$ cat src/verilog/sup_defines.vh
`ifndef SUP_DEFINES_VH
`define SUP_DEFINES_VH

// clock and internal millisecond tick
`define CLK_NS        10
`define TICK_NS       1000000
`define TICK_CYC      17'h186A0

// ownership status byte: bus i uses bits 4*i+3 .. 4*i
`define OWN_RST       8'h01
`define F_CTL         0
`define F_REQ         1
`define F_ALEN        2
`define F_ERR         3

// command codes
`define CMD_CLRF      8'h03
`define CMD_CLAIM     8'hD8
`define CMD_BUSSTAT   8'hD7

// times in milliseconds (tick counts) and the overvoltage retry limit
`define CC_HOLD_MS    16'h4E20
`define OFF_MIN_MS    16'h07D0
`define OV_RETRY_MS   16'h03E8
`define OV_WIN_MS     16'hEA60
`define SETTLE_MS     16'h000A
`define OV_MAX        2'h3

// status bits that report faults caused outside the unit
`define EXT_MASK      16'h0003

`endif

$ cat src/verilog/sync2.v
`timescale 1ns/1ps
module sync2 #(
  parameter W = 1
) (
  input  wire         clk_i,
  input  wire         rst_i,
  input  wire [W-1:0] d_i,
  output wire [W-1:0] q_o
);
  reg [W-1:0] meta_ff;
  reg [W-1:0] sync_ff;

  always @(posedge clk_i or posedge rst_i) begin
    if (rst_i) begin
      meta_ff <= {W{1'b0}};
      sync_ff <= {W{1'b0}};
    end else begin
      meta_ff <= d_i;
      sync_ff <= meta_ff;
    end
  end

  assign q_o = sync_ff;
endmodule

$ cat src/verilog/fault_supervisor.v
`timescale 1ns/1ps
`include "sup_defines.vh"

// Overview of operation
// - after reset bus zero holds control; status reads 0x01
// - ownership status returns to default only on bias loss, never by command
// - non-owner may only claim control or clear faults; other writes refused
// - claim command 0xD8 moves authority to the requesting master
// - hand-over waits until the owner's write transfer has ended with STOP
// - owner doing only reads does not delay hand-over; reads served on both
// - claim acted on only after its PEC byte is found correct
// - ownership change asserts Alert# on both buses
// - rectifier-raised status cleared only by controlling master's clear-faults or by a restart from latch-off
// - power-up overload held in constant current up to 20 s after a delayed start (bus18 set at insertion)
// - in limit above 36 V keep blinking output LED, below it hiccup
// - any restart from latch-off keeps output off at least 2 s
// - successful restart from latch-off clears alarms and sets restart-succeeded flag
// - overvoltage: three 1 s retries in 1 min window, then latch off
// - overcurrent and overtemp auto-restart unless configured to latch
// - status settles, then Alert# and held contents until clear; adds allowed
// - external faults raise no fault LED, fault pin or bus alarm
// - state-change alert at power-up and on any change of a status bit outside EXT_MASK
// - insertion keeps output off; bus voltage decides turn-on style
// - setpoint mismatch waits for voltage command or later agreement
// - ownership byte readable by either master at any time
module fault_supervisor #(
  parameter [16:0] TICK_CYC = `TICK_CYC
) (
  input  wire        clk_i,
  input  wire        rst_i,
  input  wire [1:0]  cmd_stb_i,
  input  wire [1:0]  cmd_rd_i,
  input  wire [1:0]  cmd_pec_ok_i,
  input  wire [15:0] cmd_code_i,
  input  wire [1:0]  wr_busy_i,
  input  wire        oper_on_i,
  input  wire        vout_cmd_i,
  input  wire        oc_latch_i,
  input  wire        ot_latch_i,
  input  wire [15:0] rect_status_i,
  input  wire        en_pin_i,
  input  wire        ac_ok_i,
  input  wire        ovld_i,
  input  wire        ov_i,
  input  wire        oc_i,
  input  wire        ot_i,
  input  wire        int_flt_i,
  input  wire        v36_i,
  input  wire        bus18_i,
  input  wire        vmatch_i,
  output wire [7:0]  own_status_o,
  output wire [1:0]  cmd_ack_o,
  output wire [1:0]  cmd_nak_o,
  output wire [1:0]  alert_do_o,
  output wire [1:0]  alert_oe_n_o,
  output wire [15:0] held_status_o,
  output wire        out_en_o,
  output wire        cc_hold_o,
  output wire        out_led_o,
  output wire        fault_led_o,
  output wire        fault_pin_o,
  output wire        restart_ok_o,
  output wire        alarm_clr_o
);
  localparam [5:0] S_INS   = 6'h01;
  localparam [5:0] S_WAIT  = 6'h02;
  localparam [5:0] S_ON    = 6'h04;
  localparam [5:0] S_OFF   = 6'h08;
  localparam [5:0] S_RETRY = 6'h10;
  localparam [5:0] S_LATCH = 6'h20;

  wire [9:0] pins;
  wire       s_en, s_ac, s_ovld, s_ov, s_oc;
  wire       s_ot, s_int, s_v36, s_bus18, s_vmatch;

  sync2 #(.W(10)) u_sync (
    .clk_i (clk_i),
    .rst_i (rst_i),
    .d_i   ({en_pin_i, ac_ok_i, ovld_i, ov_i, oc_i, ot_i,
             int_flt_i, v36_i, bus18_i, vmatch_i}),
    .q_o   (pins)
  );
  assign {s_en, s_ac, s_ovld, s_ov, s_oc, s_ot,
          s_int, s_v36, s_bus18, s_vmatch} = pins;

  // millisecond tick
  reg [16:0] tick_cnt_ff;
  reg        tick_ff;
  always @(posedge clk_i or posedge rst_i) begin
    if (rst_i) begin
      tick_cnt_ff <= 17'h00000;
      tick_ff     <= 1'b0;
    end else if (tick_cnt_ff == TICK_CYC - 17'h00001) begin
      tick_cnt_ff <= 17'h00000;
      tick_ff     <= 1'b1;
    end else begin
      tick_cnt_ff <= tick_cnt_ff + 17'h00001;
      tick_ff     <= 1'b0;
    end
  end
  // bus ownership
  reg [7:0]  own_ff;
  reg [1:0]  ack_ff, nak_ff, rect_alt_ff, alert_oe_n_ff, alert_do_ff;
  reg        owner_clr_ff;
  reg [7:0]  code, nxt_own;
  reg [1:0]  nxt_ack, nxt_nak, nxt_ralt_clr;
  reg        nxt_owner_clr;
  integer    i;

  always @* begin
    nxt_own       = own_ff;
    nxt_ack       = 2'h0;
    nxt_nak       = 2'h0;
    nxt_ralt_clr  = 2'h0;
    nxt_owner_clr = 1'b0;
    code          = 8'h00;
    for (i = 0; i < 2; i = i + 1) begin
      code = cmd_code_i[8*i +: 8];
      if (cmd_stb_i[i]) begin
        if (cmd_rd_i[i]) begin
          nxt_ack[i] = 1'b1;
        end else if (!cmd_pec_ok_i[i]) begin
          nxt_nak[i] = 1'b1;
          nxt_own[4*i + `F_ERR] = 1'b1;
        end else if (own_ff[4*i + `F_CTL]) begin
          nxt_ack[i] = 1'b1;
          if (code == `CMD_CLRF) begin
            nxt_own[4*i + `F_ALEN] = 1'b0;
            nxt_own[4*i + `F_ERR]  = 1'b0;
            nxt_ralt_clr[i]        = 1'b1;
            nxt_owner_clr          = 1'b1;
          end
        end else if (code == `CMD_CLAIM) begin
          nxt_ack[i] = 1'b1;
          nxt_own[4*i + `F_REQ] = 1'b1;
        end else if (code == `CMD_CLRF) begin
          nxt_ack[i] = 1'b1;
          nxt_own[4*i + `F_ALEN] = 1'b0;
          nxt_own[4*i + `F_ERR]  = 1'b0;
          nxt_ralt_clr[i]        = 1'b1;
        end else begin
          nxt_nak[i] = 1'b1;
          nxt_own[4*i + `F_ERR] = 1'b1;
        end
      end
    end
    // hand-over last so the alert set beats a same-cycle clear
    for (i = 0; i < 2; i = i + 1) begin
      if (own_ff[4*i + `F_REQ] && !own_ff[4*i + `F_CTL] &&
          !wr_busy_i[1-i]) begin
        nxt_own[4*i + `F_CTL]     = 1'b1;
        nxt_own[4*i + `F_REQ]     = 1'b0;
        nxt_own[4*(1-i) + `F_CTL] = 1'b0;
        nxt_own[4*(1-i) + `F_REQ] = 1'b0;
        nxt_own[`F_ALEN]          = 1'b1;
        nxt_own[4 + `F_ALEN]      = 1'b1;
      end
    end
  end

  // only bias loss (rst_i) restores the default byte
  always @(posedge clk_i or posedge rst_i) begin
    if (rst_i) begin
      own_ff        <= `OWN_RST;
      ack_ff        <= 2'h0;
      nak_ff        <= 2'h0;
      owner_clr_ff  <= 1'b0;
      alert_oe_n_ff <= 2'h3;
      alert_do_ff   <= 2'h0;
    end else begin
      own_ff        <= nxt_own;
      ack_ff        <= nxt_ack;
      nak_ff        <= nxt_nak;
      owner_clr_ff  <= nxt_owner_clr;
      alert_oe_n_ff <= ~({own_ff[4 + `F_ALEN], own_ff[`F_ALEN]} |
                         rect_alt_ff);
      alert_do_ff   <= 2'h0;
    end
  end
  // status notification
  reg [15:0] prev_ff, held_ff, settle_ff;
  reg        pend_ff, cint_ff, aclr_ff;
  wire [15:0] diff = rect_status_i ^ prev_ff;

  always @(posedge clk_i or posedge rst_i) begin
    if (rst_i) begin
      prev_ff     <= 16'h0000;
      held_ff     <= 16'h0000;
      settle_ff   <= 16'h0000;
      pend_ff     <= 1'b1;
      cint_ff     <= 1'b1;
      rect_alt_ff <= 2'h0;
    end else begin
      prev_ff    <= rect_status_i;
      if (owner_clr_ff || aclr_ff)
        held_ff <= 16'h0000;
      rect_alt_ff <= rect_alt_ff & ~nxt_ralt_clr;
      if (diff != 16'h0000) begin
        pend_ff   <= 1'b1;
        settle_ff <= 16'h0000;
        if ((diff & ~`EXT_MASK) != 16'h0000)
          cint_ff <= 1'b1;
      end else if (pend_ff) begin
        if (settle_ff >= `SETTLE_MS) begin
          pend_ff    <= 1'b0;
          cint_ff    <= 1'b0;
          held_ff    <= held_ff | rect_status_i;
          if (cint_ff)
            rect_alt_ff <= 2'h3;
        end else if (tick_ff) begin
          settle_ff <= settle_ff + 16'h0001;
        end
      end
    end
  end
  // power state
  reg [5:0]  state_ff;
  reg [15:0] tmr_ff, win_ff;
  reg [1:0]  ov_cnt_ff;
  reg        dly_ff, seen_off_ff, from_latch_ff, rok_ff;
  reg        out_en_ff, cc_ff, oled_ff, fled_ff;
  reg [7:0]  blk_ff;
  wire       run_ok = s_en & s_ac & oper_on_i;
  wire       cc_win = dly_ff & (tmr_ff < `CC_HOLD_MS);
  wire       limit_trip = s_oc | (s_ovld & !cc_win & !s_v36);

  always @(posedge clk_i or posedge rst_i) begin
    if (rst_i) begin
      state_ff      <= S_INS;
      tmr_ff        <= 16'h0000;
      win_ff        <= 16'h0000;
      ov_cnt_ff     <= 2'h0;
      dly_ff        <= 1'b0;
      seen_off_ff   <= 1'b0;
      from_latch_ff <= 1'b0;
      rok_ff        <= 1'b0;
      aclr_ff       <= 1'b0;
    end else begin
      aclr_ff <= 1'b0;
      if (owner_clr_ff)
        rok_ff <= 1'b0;
      if (tick_ff && tmr_ff != 16'hFFFF)
        tmr_ff <= tmr_ff + 16'h0001;
      if (ov_cnt_ff != 2'h0 && tick_ff) begin
        if (win_ff >= `OV_WIN_MS - 16'h0001) begin
          win_ff    <= 16'h0000;
          ov_cnt_ff <= 2'h0;
        end else begin
          win_ff <= win_ff + 16'h0001;
        end
      end
      case (state_ff)
        S_INS: begin
          tmr_ff <= 16'h0000;
          // wait a tick so the synchronised pins are real, not reset zeros
          if (tick_ff && !s_bus18) begin
            state_ff <= S_ON;
            dly_ff   <= 1'b0;
          end else if (tick_ff && s_vmatch) begin
            state_ff <= S_ON;
            dly_ff   <= 1'b1;
          end else if (tick_ff) begin
            state_ff <= S_WAIT;
          end
        end
        S_WAIT: begin
          tmr_ff <= 16'h0000;
          if (vout_cmd_i || s_vmatch) begin
            state_ff <= S_ON;
            dly_ff   <= 1'b1;
          end
        end
        S_ON: begin
          if (!run_ok) begin
            state_ff <= S_OFF;
            tmr_ff   <= 16'h0000;
          end else if (s_ov) begin
            tmr_ff <= 16'h0000;
            if (ov_cnt_ff == `OV_MAX) begin
              state_ff <= S_LATCH;
            end else begin
              state_ff  <= S_RETRY;
              ov_cnt_ff <= ov_cnt_ff + 2'h1;
            end
          end else if (s_ot) begin
            state_ff <= ot_latch_i ? S_LATCH : S_OFF;
            tmr_ff   <= 16'h0000;
          end else if (limit_trip) begin
            // below 36 V the restart path is the hiccup
            state_ff <= oc_latch_i ? S_LATCH : S_OFF;
            tmr_ff   <= 16'h0000;
          end
        end
        S_RETRY: begin
          if (tmr_ff >= `OV_RETRY_MS) begin
            state_ff <= S_ON;
            tmr_ff   <= 16'h0000;
            dly_ff   <= 1'b0;
          end
        end
        S_OFF: begin
          if (tmr_ff >= `OFF_MIN_MS && run_ok) begin
            state_ff      <= S_ON;
            tmr_ff        <= 16'h0000;
            dly_ff        <= 1'b0;
            from_latch_ff <= 1'b0;
            if (from_latch_ff) begin
              rok_ff  <= 1'b1;
              aclr_ff <= 1'b1;
            end
          end
        end
        S_LATCH: begin
          tmr_ff <= 16'h0000;
          if (!run_ok)
            seen_off_ff <= 1'b1;
          if (seen_off_ff && run_ok) begin
            state_ff      <= S_OFF;
            seen_off_ff   <= 1'b0;
            from_latch_ff <= 1'b1;
            ov_cnt_ff     <= 2'h0;
            win_ff        <= 16'h0000;
          end
        end
        default: begin
          state_ff <= S_INS;
        end
      endcase
    end
  end

  // indicators and power outputs
  always @(posedge clk_i or posedge rst_i) begin
    if (rst_i) begin
      out_en_ff <= 1'b0;
      cc_ff     <= 1'b0;
      oled_ff   <= 1'b0;
      fled_ff   <= 1'b0;
      blk_ff    <= 8'h00;
    end else begin
      if (tick_ff)
        blk_ff <= blk_ff + 8'h01;
      out_en_ff <= (state_ff == S_ON) & run_ok;
      cc_ff     <= (state_ff == S_ON) & s_ovld & cc_win;
      // limit above 36 V keeps running with a blinking LED
      oled_ff   <= (state_ff == S_ON) &
                   (!s_ovld | (s_v36 & blk_ff[7]));
      fled_ff   <= s_int | s_ov | s_ot;
    end
  end

  assign own_status_o  = own_ff;
  assign cmd_ack_o     = ack_ff;
  assign cmd_nak_o     = nak_ff;
  assign alert_do_o    = alert_do_ff;
  assign alert_oe_n_o  = alert_oe_n_ff;
  assign held_status_o = held_ff;
  assign out_en_o      = out_en_ff;
  assign cc_hold_o     = cc_ff;
  assign out_led_o     = oled_ff;
  assign fault_led_o   = fled_ff;
  assign fault_pin_o   = fled_ff;
  assign restart_ok_o  = rok_ff;
  assign alarm_clr_o   = aclr_ff;
endmodule

$ cat config.mk
export PLATFORM = sky130hd
export DESIGN_NAME = fault_supervisor
export DESIGN_NICKNAME = d
export VERILOG_FILES = /design/src/verilog/sync2.v /design/src/verilog/fault_supervisor.v
export VERILOG_INCLUDE_DIRS = /design/src /design/src/verilog
export SDC_FILE = /design/constraint.sdc
export NUM_CORES = 1
export LEC_CHECK = 0
export BUFFER_PORTS_ARGS = -buffer_cell sky130_fd_sc_hd__buf_4
export CORE_MARGIN = 4
export CORE_UTILIZATION = 40
export CTS_BUF_LIST = sky130_fd_sc_hd__clkbuf_8 sky130_fd_sc_hd__clkbuf_16
export CTS_CLUSTER_SIZE = 24
export DETAILED_ROUTE_END_ITERATION = 6
export GPL_TIMING_DRIVEN = 0
export REMOVE_ABC_BUFFERS = 1
export SYNTH_ARGS = -nofsm -noshare
export SYNTH_HDL_FRONTEND = slang
export SYNTH_SLANG_ARGS = --single-unit
export TNS_END_PERCENT = 50
$ cat constraint.sdc
create_clock -name clk_i -period 4.1 [get_ports clk_i]
set_input_delay 0 -clock clk_i [delete_from_list [all_inputs] [get_ports clk_i]]
set_output_delay 0 -clock clk_i [all_outputs]
set_load 0.01 [all_outputs]
Word-level counts from Yosys, hierarchy flattened
Index checks and enable logic that the tools add are counted.
Cells by class
  reduce and logical (&&, ||, !) cells: 50
  eq/ne operators: 33
  bitwise operators: 22
  add/sub/neg operators: 6
  muxes and demuxes: 139
  $lt $le $gt $ge: 5
Operator list (count)
  16-bit two-way mux: 19
  6-bit two-way mux: 14
  1-bit two-way mux: 74
  16-bit case mux with 4 select lines: 1
  16-bit by 1-bit adder with 16-bit output, second input constant: 3
  2-bit two-way mux: 22
  6-bit case mux with 6 select lines: 1
  16-bit nonzero test: 2
  5-bit AND reduction: 5
  3-bit nonzero test: 8
  17-bit by 1-bit adder with 17-bit output, second input constant: 1
  17-bit == test, second input constant: 1
  17-bit two-way mux: 1
  8-bit by 2-bit == test with 1-bit output, second input constant: 2
  8-bit == test, second input constant: 2
  16-bit by 10-bit greater-or-equal comparator with 1-bit output, second input constant: 1
  16-bit by 11-bit greater-or-equal comparator with 1-bit output, second input constant: 1
  16-bit greater-or-equal comparator, second input constant: 1
  16-bit by 4-bit greater-or-equal comparator with 1-bit output, second input constant: 1
  16-bit by 15-bit less-than comparator with 1-bit output, second input constant: 1
  16-bit != test, second input constant: 1
  16-bit bitwise OR: 1
  16-bit bitwise XOR: 1
  3-bit two-way mux: 4
  other kinds (36): 87
Word-level totals
  flip-flop bits (word level): 162
  output and inout port bits: 39
  logic and storage cells: 290

Depth between registers and ports, before layout
  depth after elaboration: 13
  depth in mapped cells: 7
  mapped depth without buffers: 7

By module
Synthesis repeated with hierarchy kept, for this count alone.
Unflattened totals
  cells, all modules: 659
  area total of the unflattened synthesis: 7290.7 µm²
Modules (own cells, without submodules)
  fault_supervisor: sequential area each 3560.9 µm², area an instance 6786.5 µm², cells each 638, times used 1
  sync2: sequential area each 500.5 µm², area an instance 504.2 µm², cells each 21, times used 1

Worst setup path before layout
Ideal clock, no wire load.
  path kind: register to register
  start: register win_ff[0]
  end: register win_ff[7]
  arrival: 1.833 ns
  library setup time: 0.072 ns
  clock period less this slack: 1.905 ns
  path slack: 2.195 ns
  cell stages (with the launch flop): 8
  cell sequence: dfrtp_1 -> ha_1 -> a41o_1 -> a2111oi_0 -> o31a_1 -> o22ai_2 -> buf_2 -> nor2_1
Between the ends
  word-level cells in the longest chain between the ends: 5
  elaborated cells between the ends (all ways): 6
  classes of those cells: add/sub (1); order compare (1); mux (4)
Ends and longest elaborated chain
  start, declared: RTL line fault_supervisor.v:218  | reg [15:0] tmr_ff, win_ff;
  start signal, assigned: RTL line fault_supervisor.v:249  | win_ff <= win_ff + 16'h0001;
  16-bit by 1-bit adder with 16-bit output / 16-bit greater-or-equal comparator (equally long branches): RTL line fault_supervisor.v:249, fault_supervisor.v:245
  16-bit two-way mux (*): RTL line fault_supervisor.v:245  | if (win_ff >= `OV_WIN_MS - 16'h0001) begin
  16-bit two-way mux (*): RTL line fault_supervisor.v:244  | if (ov_cnt_ff != 2'h0 && tick_ff) begin
  16-bit two-way mux: RTL line fault_supervisor.v:317  | if (seen_off_ff && run_ok) begin
  16-bit two-way mux (*): RTL line fault_supervisor.v:252  | case (state_ff)
Every way passes the cells marked *; elsewhere a longest branch is shown, timed or not.
A chain may end at the register's enable or synchronous reset.

Worst setup path in the final report
  start: register prev_ff[6]
  end: register rect_alt_ff[0]
Between the ends
  word-level cells in the longest chain between the ends: 3
Ends and longest elaborated chain
  start, declared: RTL line fault_supervisor.v:181  | reg [15:0] prev_ff, held_ff, settle_ff;
  start signal, assigned: RTL line fault_supervisor.v:194  | prev_ff <= rect_status_i;
  16-bit bitwise XOR: RTL line fault_supervisor.v:183  | wire [15:0] diff = rect_status_i ^ prev_ff;
  16-bit nonzero test: RTL line fault_supervisor.v:198  | if (diff != 16'h0000) begin
  2-bit two-way mux: RTL line fault_supervisor.v:198
  end signal, assigned: RTL line fault_supervisor.v:197  | rect_alt_ff <= rect_alt_ff & ~nxt_ralt_clr;
  end, declared: RTL line fault_supervisor.v:103  | reg [1:0] ack_ff, nak_ff, rect_alt_ff, alert_oe_n_ff, alert_do_ff;
No other way between the ends.

==> impl_metrics.tcl <==
set metrics [dict create \
    grt_max_degree 83 \
    cpMaxStageDelayCell "nor4_2" \
    worstReg2RegEnd "rect_alt_ff[0]" \
    cts_made_buffers 17 \
    num_rows 48 \
    crit_type "reg -> reg" \
    ant_nets 0 \
    grt_pass1_wl_um 25900 \
    syn_area_per_cell_um2 10.8 \
    max-cap-violations 0 \
    drt-total-wl_um 15100 \
    leakage_nw 4.06 \
    diodes 0 \
    fin_ws_ns 1.43 \
    htree_levels 4 \
    yosysWarnings 0 \
    pin_count 95 \
    synth_cells 661 \
    avgRoutedWirePerCell_um 14.5 \
    path_clk_slew_ns 0.06 \
    grt_pass1_vias 5383 \
    drt_iter0_markers 290 \
    crit_fanout 19 \
    cp.depth 5 \
    vdd_ir_drop_max_mv 0.301 \
    core_um2 17400 \
    fin_crit_sh_pct 65.1 \
    port_buffers 92 \
    cp.arrival_ns 2.99 \
    grt_usage_pct 15.8 \
    fin_nets 865 \
    layout_commonest_cell "dfrtp_1" \
    relSlewSlack_pct 11.3 \
    drive_gt1_share_pct 18.8 \
    dpl_worst_slack_ns 1.38 \
    n_fill_cell 1559 \
    status "finished, final reports clean" \
    cts.path.max_buffers 2 \
    synth_seq_cells 162 \
    cts.sinks 162 \
    rsz0062_at_grt "no" \
    globalplace.congestion 0.851 \
    fin_hold_ws_ns 0.0302 \
    synth_cell_types 68 \
    holdPathStages 3 \
    required_ns 4.42 \
    critPathBufInv 0 \
    cts_resized 0 \
    crit_path_start_kind "flop" \
    drt-pass1-iter-count 5 \
    mostFrequentLayoutCells "dfrtp_1, buf_4, nor2_1" \
    dp_hpwl_um 10300 \
    reg2reg_from "prev_ff[6]" \
    hp-class "in -> reg" \
    cts_root_buf "clkbuf_16" \
    async_reset_ff_share_pct 100 \
    skew_ns 0.00950 \
    tightest_slew_ns 1.32 \
    ys.flop_type "dfrtp_1" \
    initial_core_util_pct 41.0 \
    dieArea_um2 20000 \
    cpPeakStageDelay_ns 0.90 \
    reg2reg_slack_ns 1.43 \
    hold_violations 0 \
    path_cells "xnor2_1, nand4_1, nor4_2, nand4b_2, o21ai_0" \
    finalSetupViolCount 0 \
    drc 0 \
    antenna_found_initial 0 \
    p_per_area_nw_per_um2 376 \
    max_freq_mhz 375 \
    crit_path_start "prev_ff[6]" \
    finalCriticalPeriod_ns 2.67 \
    cts_tree "done" \
    dieWidth_um 142 \
    grt_overflow 0 \
    synth-edff-count 0 \
    reg2reg_depth 5 \
    syn_area_um2 7130 \
    syn_to_final_growth_pct 26.3 \
    yosysSeqAreaShare_pct 56.9 \
    slew_violations 0 \
    viasPerCell 5.12 \
    end_kind "flop" \
    vias 5314 \
    critPathTopFamily "simple AND/OR/NAND/NOR gates" \
    fp.dieH_um 142 \
    crit_path_end "rect_alt_ff[0]" \
    clk_latency_ns 0.43 \
]
## cell usage after synthesis (3+ instances only)
cell / n / area share [%]
xnor2_1: 48 / 5.9
nor2b_1: 4 / 0.35
a21oi_2: 10 / 1.2
and4_1: 5 / 0.61
or3_1: 8 / 0.70
buf_4: 3 / 0.32
nor3_1: 9 / 0.63
nand3_1: 29 / 2.0
and4b_1: 3 / 0.42
a211oi_1: 6 / 0.63
nor4_2: 3 / 0.53
nand4b_1: 3 / 0.37
and3_1: 19 / 1.7
nand2_1: 58 / 3.1
nand2b_1: 3 / 0.26
inv_1: 26 / 1.4
o22ai_1: 4 / 0.35
buf_2: 3 / 0.21
xor2_1: 22 / 2.7
dfstp_2: 6 / 2.2
dfrtp_1: 156 / 55
nand3b_1: 4 / 0.42
o21ai_0: 29 / 2.0
ha_1: 9 / 1.6
clkbuf_1: 7 / 0.37
a21oi_1: 15 / 1.1
o21ai_1: 4 / 0.28
a21o_1: 5 / 0.53
nor2_1: 76 / 4.0
o21a_1: 4 / 0.42
nand4_1: 27 / 2.4
nor4_1: 7 / 0.61
and2_1: 6 / 0.53
## tightest hold or removal path, delay by kind of cell
| kind | cells | cell delay (ns) |
|---|---|---|
| buf+inv | 1 | 0.12 |
| simple gates | 2 | 0.27 |
## logic make-up after synthesis
kind of cell	count (synthesis)	share of synthesized area, %
xor+xnor	70	8.59
simple gates	275	20.2
mux	3	0.438
flops	162	56.9
compound gates	98	9.38
buf+inv	43	2.82
fa+ha+maj	9	1.58
other cells	1	0.0526
## layer usage
| metal | up-vias | track usage (%) | routed length (um) |
|---|---|---|---|
| met5 | - | 0 | 0 |
| met4 | 0 | 5.61 | 233 |
| met3 | 23 | 4.85 | 805 |
| met2 | 120 | 23.9 | 7020 |
| met1 | 2598 | 21.7 | 7010 |
| li1 | 2573 | - | - |
## state kept, by name, indices dropped and copies added (netlist names), 2 cells and up
| register | cells |
|---|---|
| held_status_o | 16 |
| own_status_o | 8 |
| prev_ff | 16 |
| cmd_ack_o | 2 |
| rect_alt_ff | 2 |
| ov_cnt_ff | 2 |
| alert_oe_n_o | 2 |
| cmd_nak_o | 2 |
| win_ff | 16 |
| tmr_ff | 16 |
| u_sync.meta_ff | 10 |
| settle_ff | 16 |
| blk_ff | 8 |
| u_sync.q_o | 10 |
| tick_cnt_ff | 17 |
| state_ff | 6 |
## power breakdown
part	switching, mW	total [mW]	internal, mW
Combinational	0.117	0.250	0.133
Sequential	0.0323	1.69	1.66
Clock	0.617	1.45	0.835
Total	0.766	3.39	2.62
## metrics by stage
stage	std cells	utilization (%)	setup TNS (ns)	total power, mW	instance area (um^2)
detailed placement	964	46.2	0	1.93	8050
CTS	1038	51.7	0	3.44	9010
finish	1038	51.7	0	3.39	9010
global route	1038	51.7	0	3.53	9010
floorplan	646	-	-41.60	1.80	7040
global placement	963	46.0	-308.74	1.93	8010
## how the worst min path moves through the flow
| stage | start | end |
|---|---|---|
| floorplan | rect_status_i[0] | prev_ff[0] |
| global placement | ovld_i | u_sync.meta_ff[7] |
| detailed placement | ovld_i | u_sync.meta_ff[7] |
| CTS | cmd_code_i[3] | cmd_nak_o[0] |
| global route | oper_on_i | alarm_clr_o |
| finish | oper_on_i | alarm_clr_o |
## repair_timing
item,in CTS,in global routing
hold endpoints to repair,134,0
setup endpoints to repair,0,0
buffers inserted,0,0
hold buffers,42,0
## cell type report
| cell class | count | area (um^2) | area share [%] |
|---|---|---|---|
| Clock buffer | 18 | 439 | 4.88 |
| Clock inverter | 14 | 103 | 1.14 |
| Inverter | 27 | 109 | 1.21 |
| Multi-Input combinational cell | 457 | 2880 | 31.9 |
| Sequential cell | 162 | 4060 | 45.1 |
| Tap cell | 225 | 282 | 3.13 |
| Timing Repair Buffer | 135 | 1140 | 12.6 |
(Power assumes the default switching activity.)
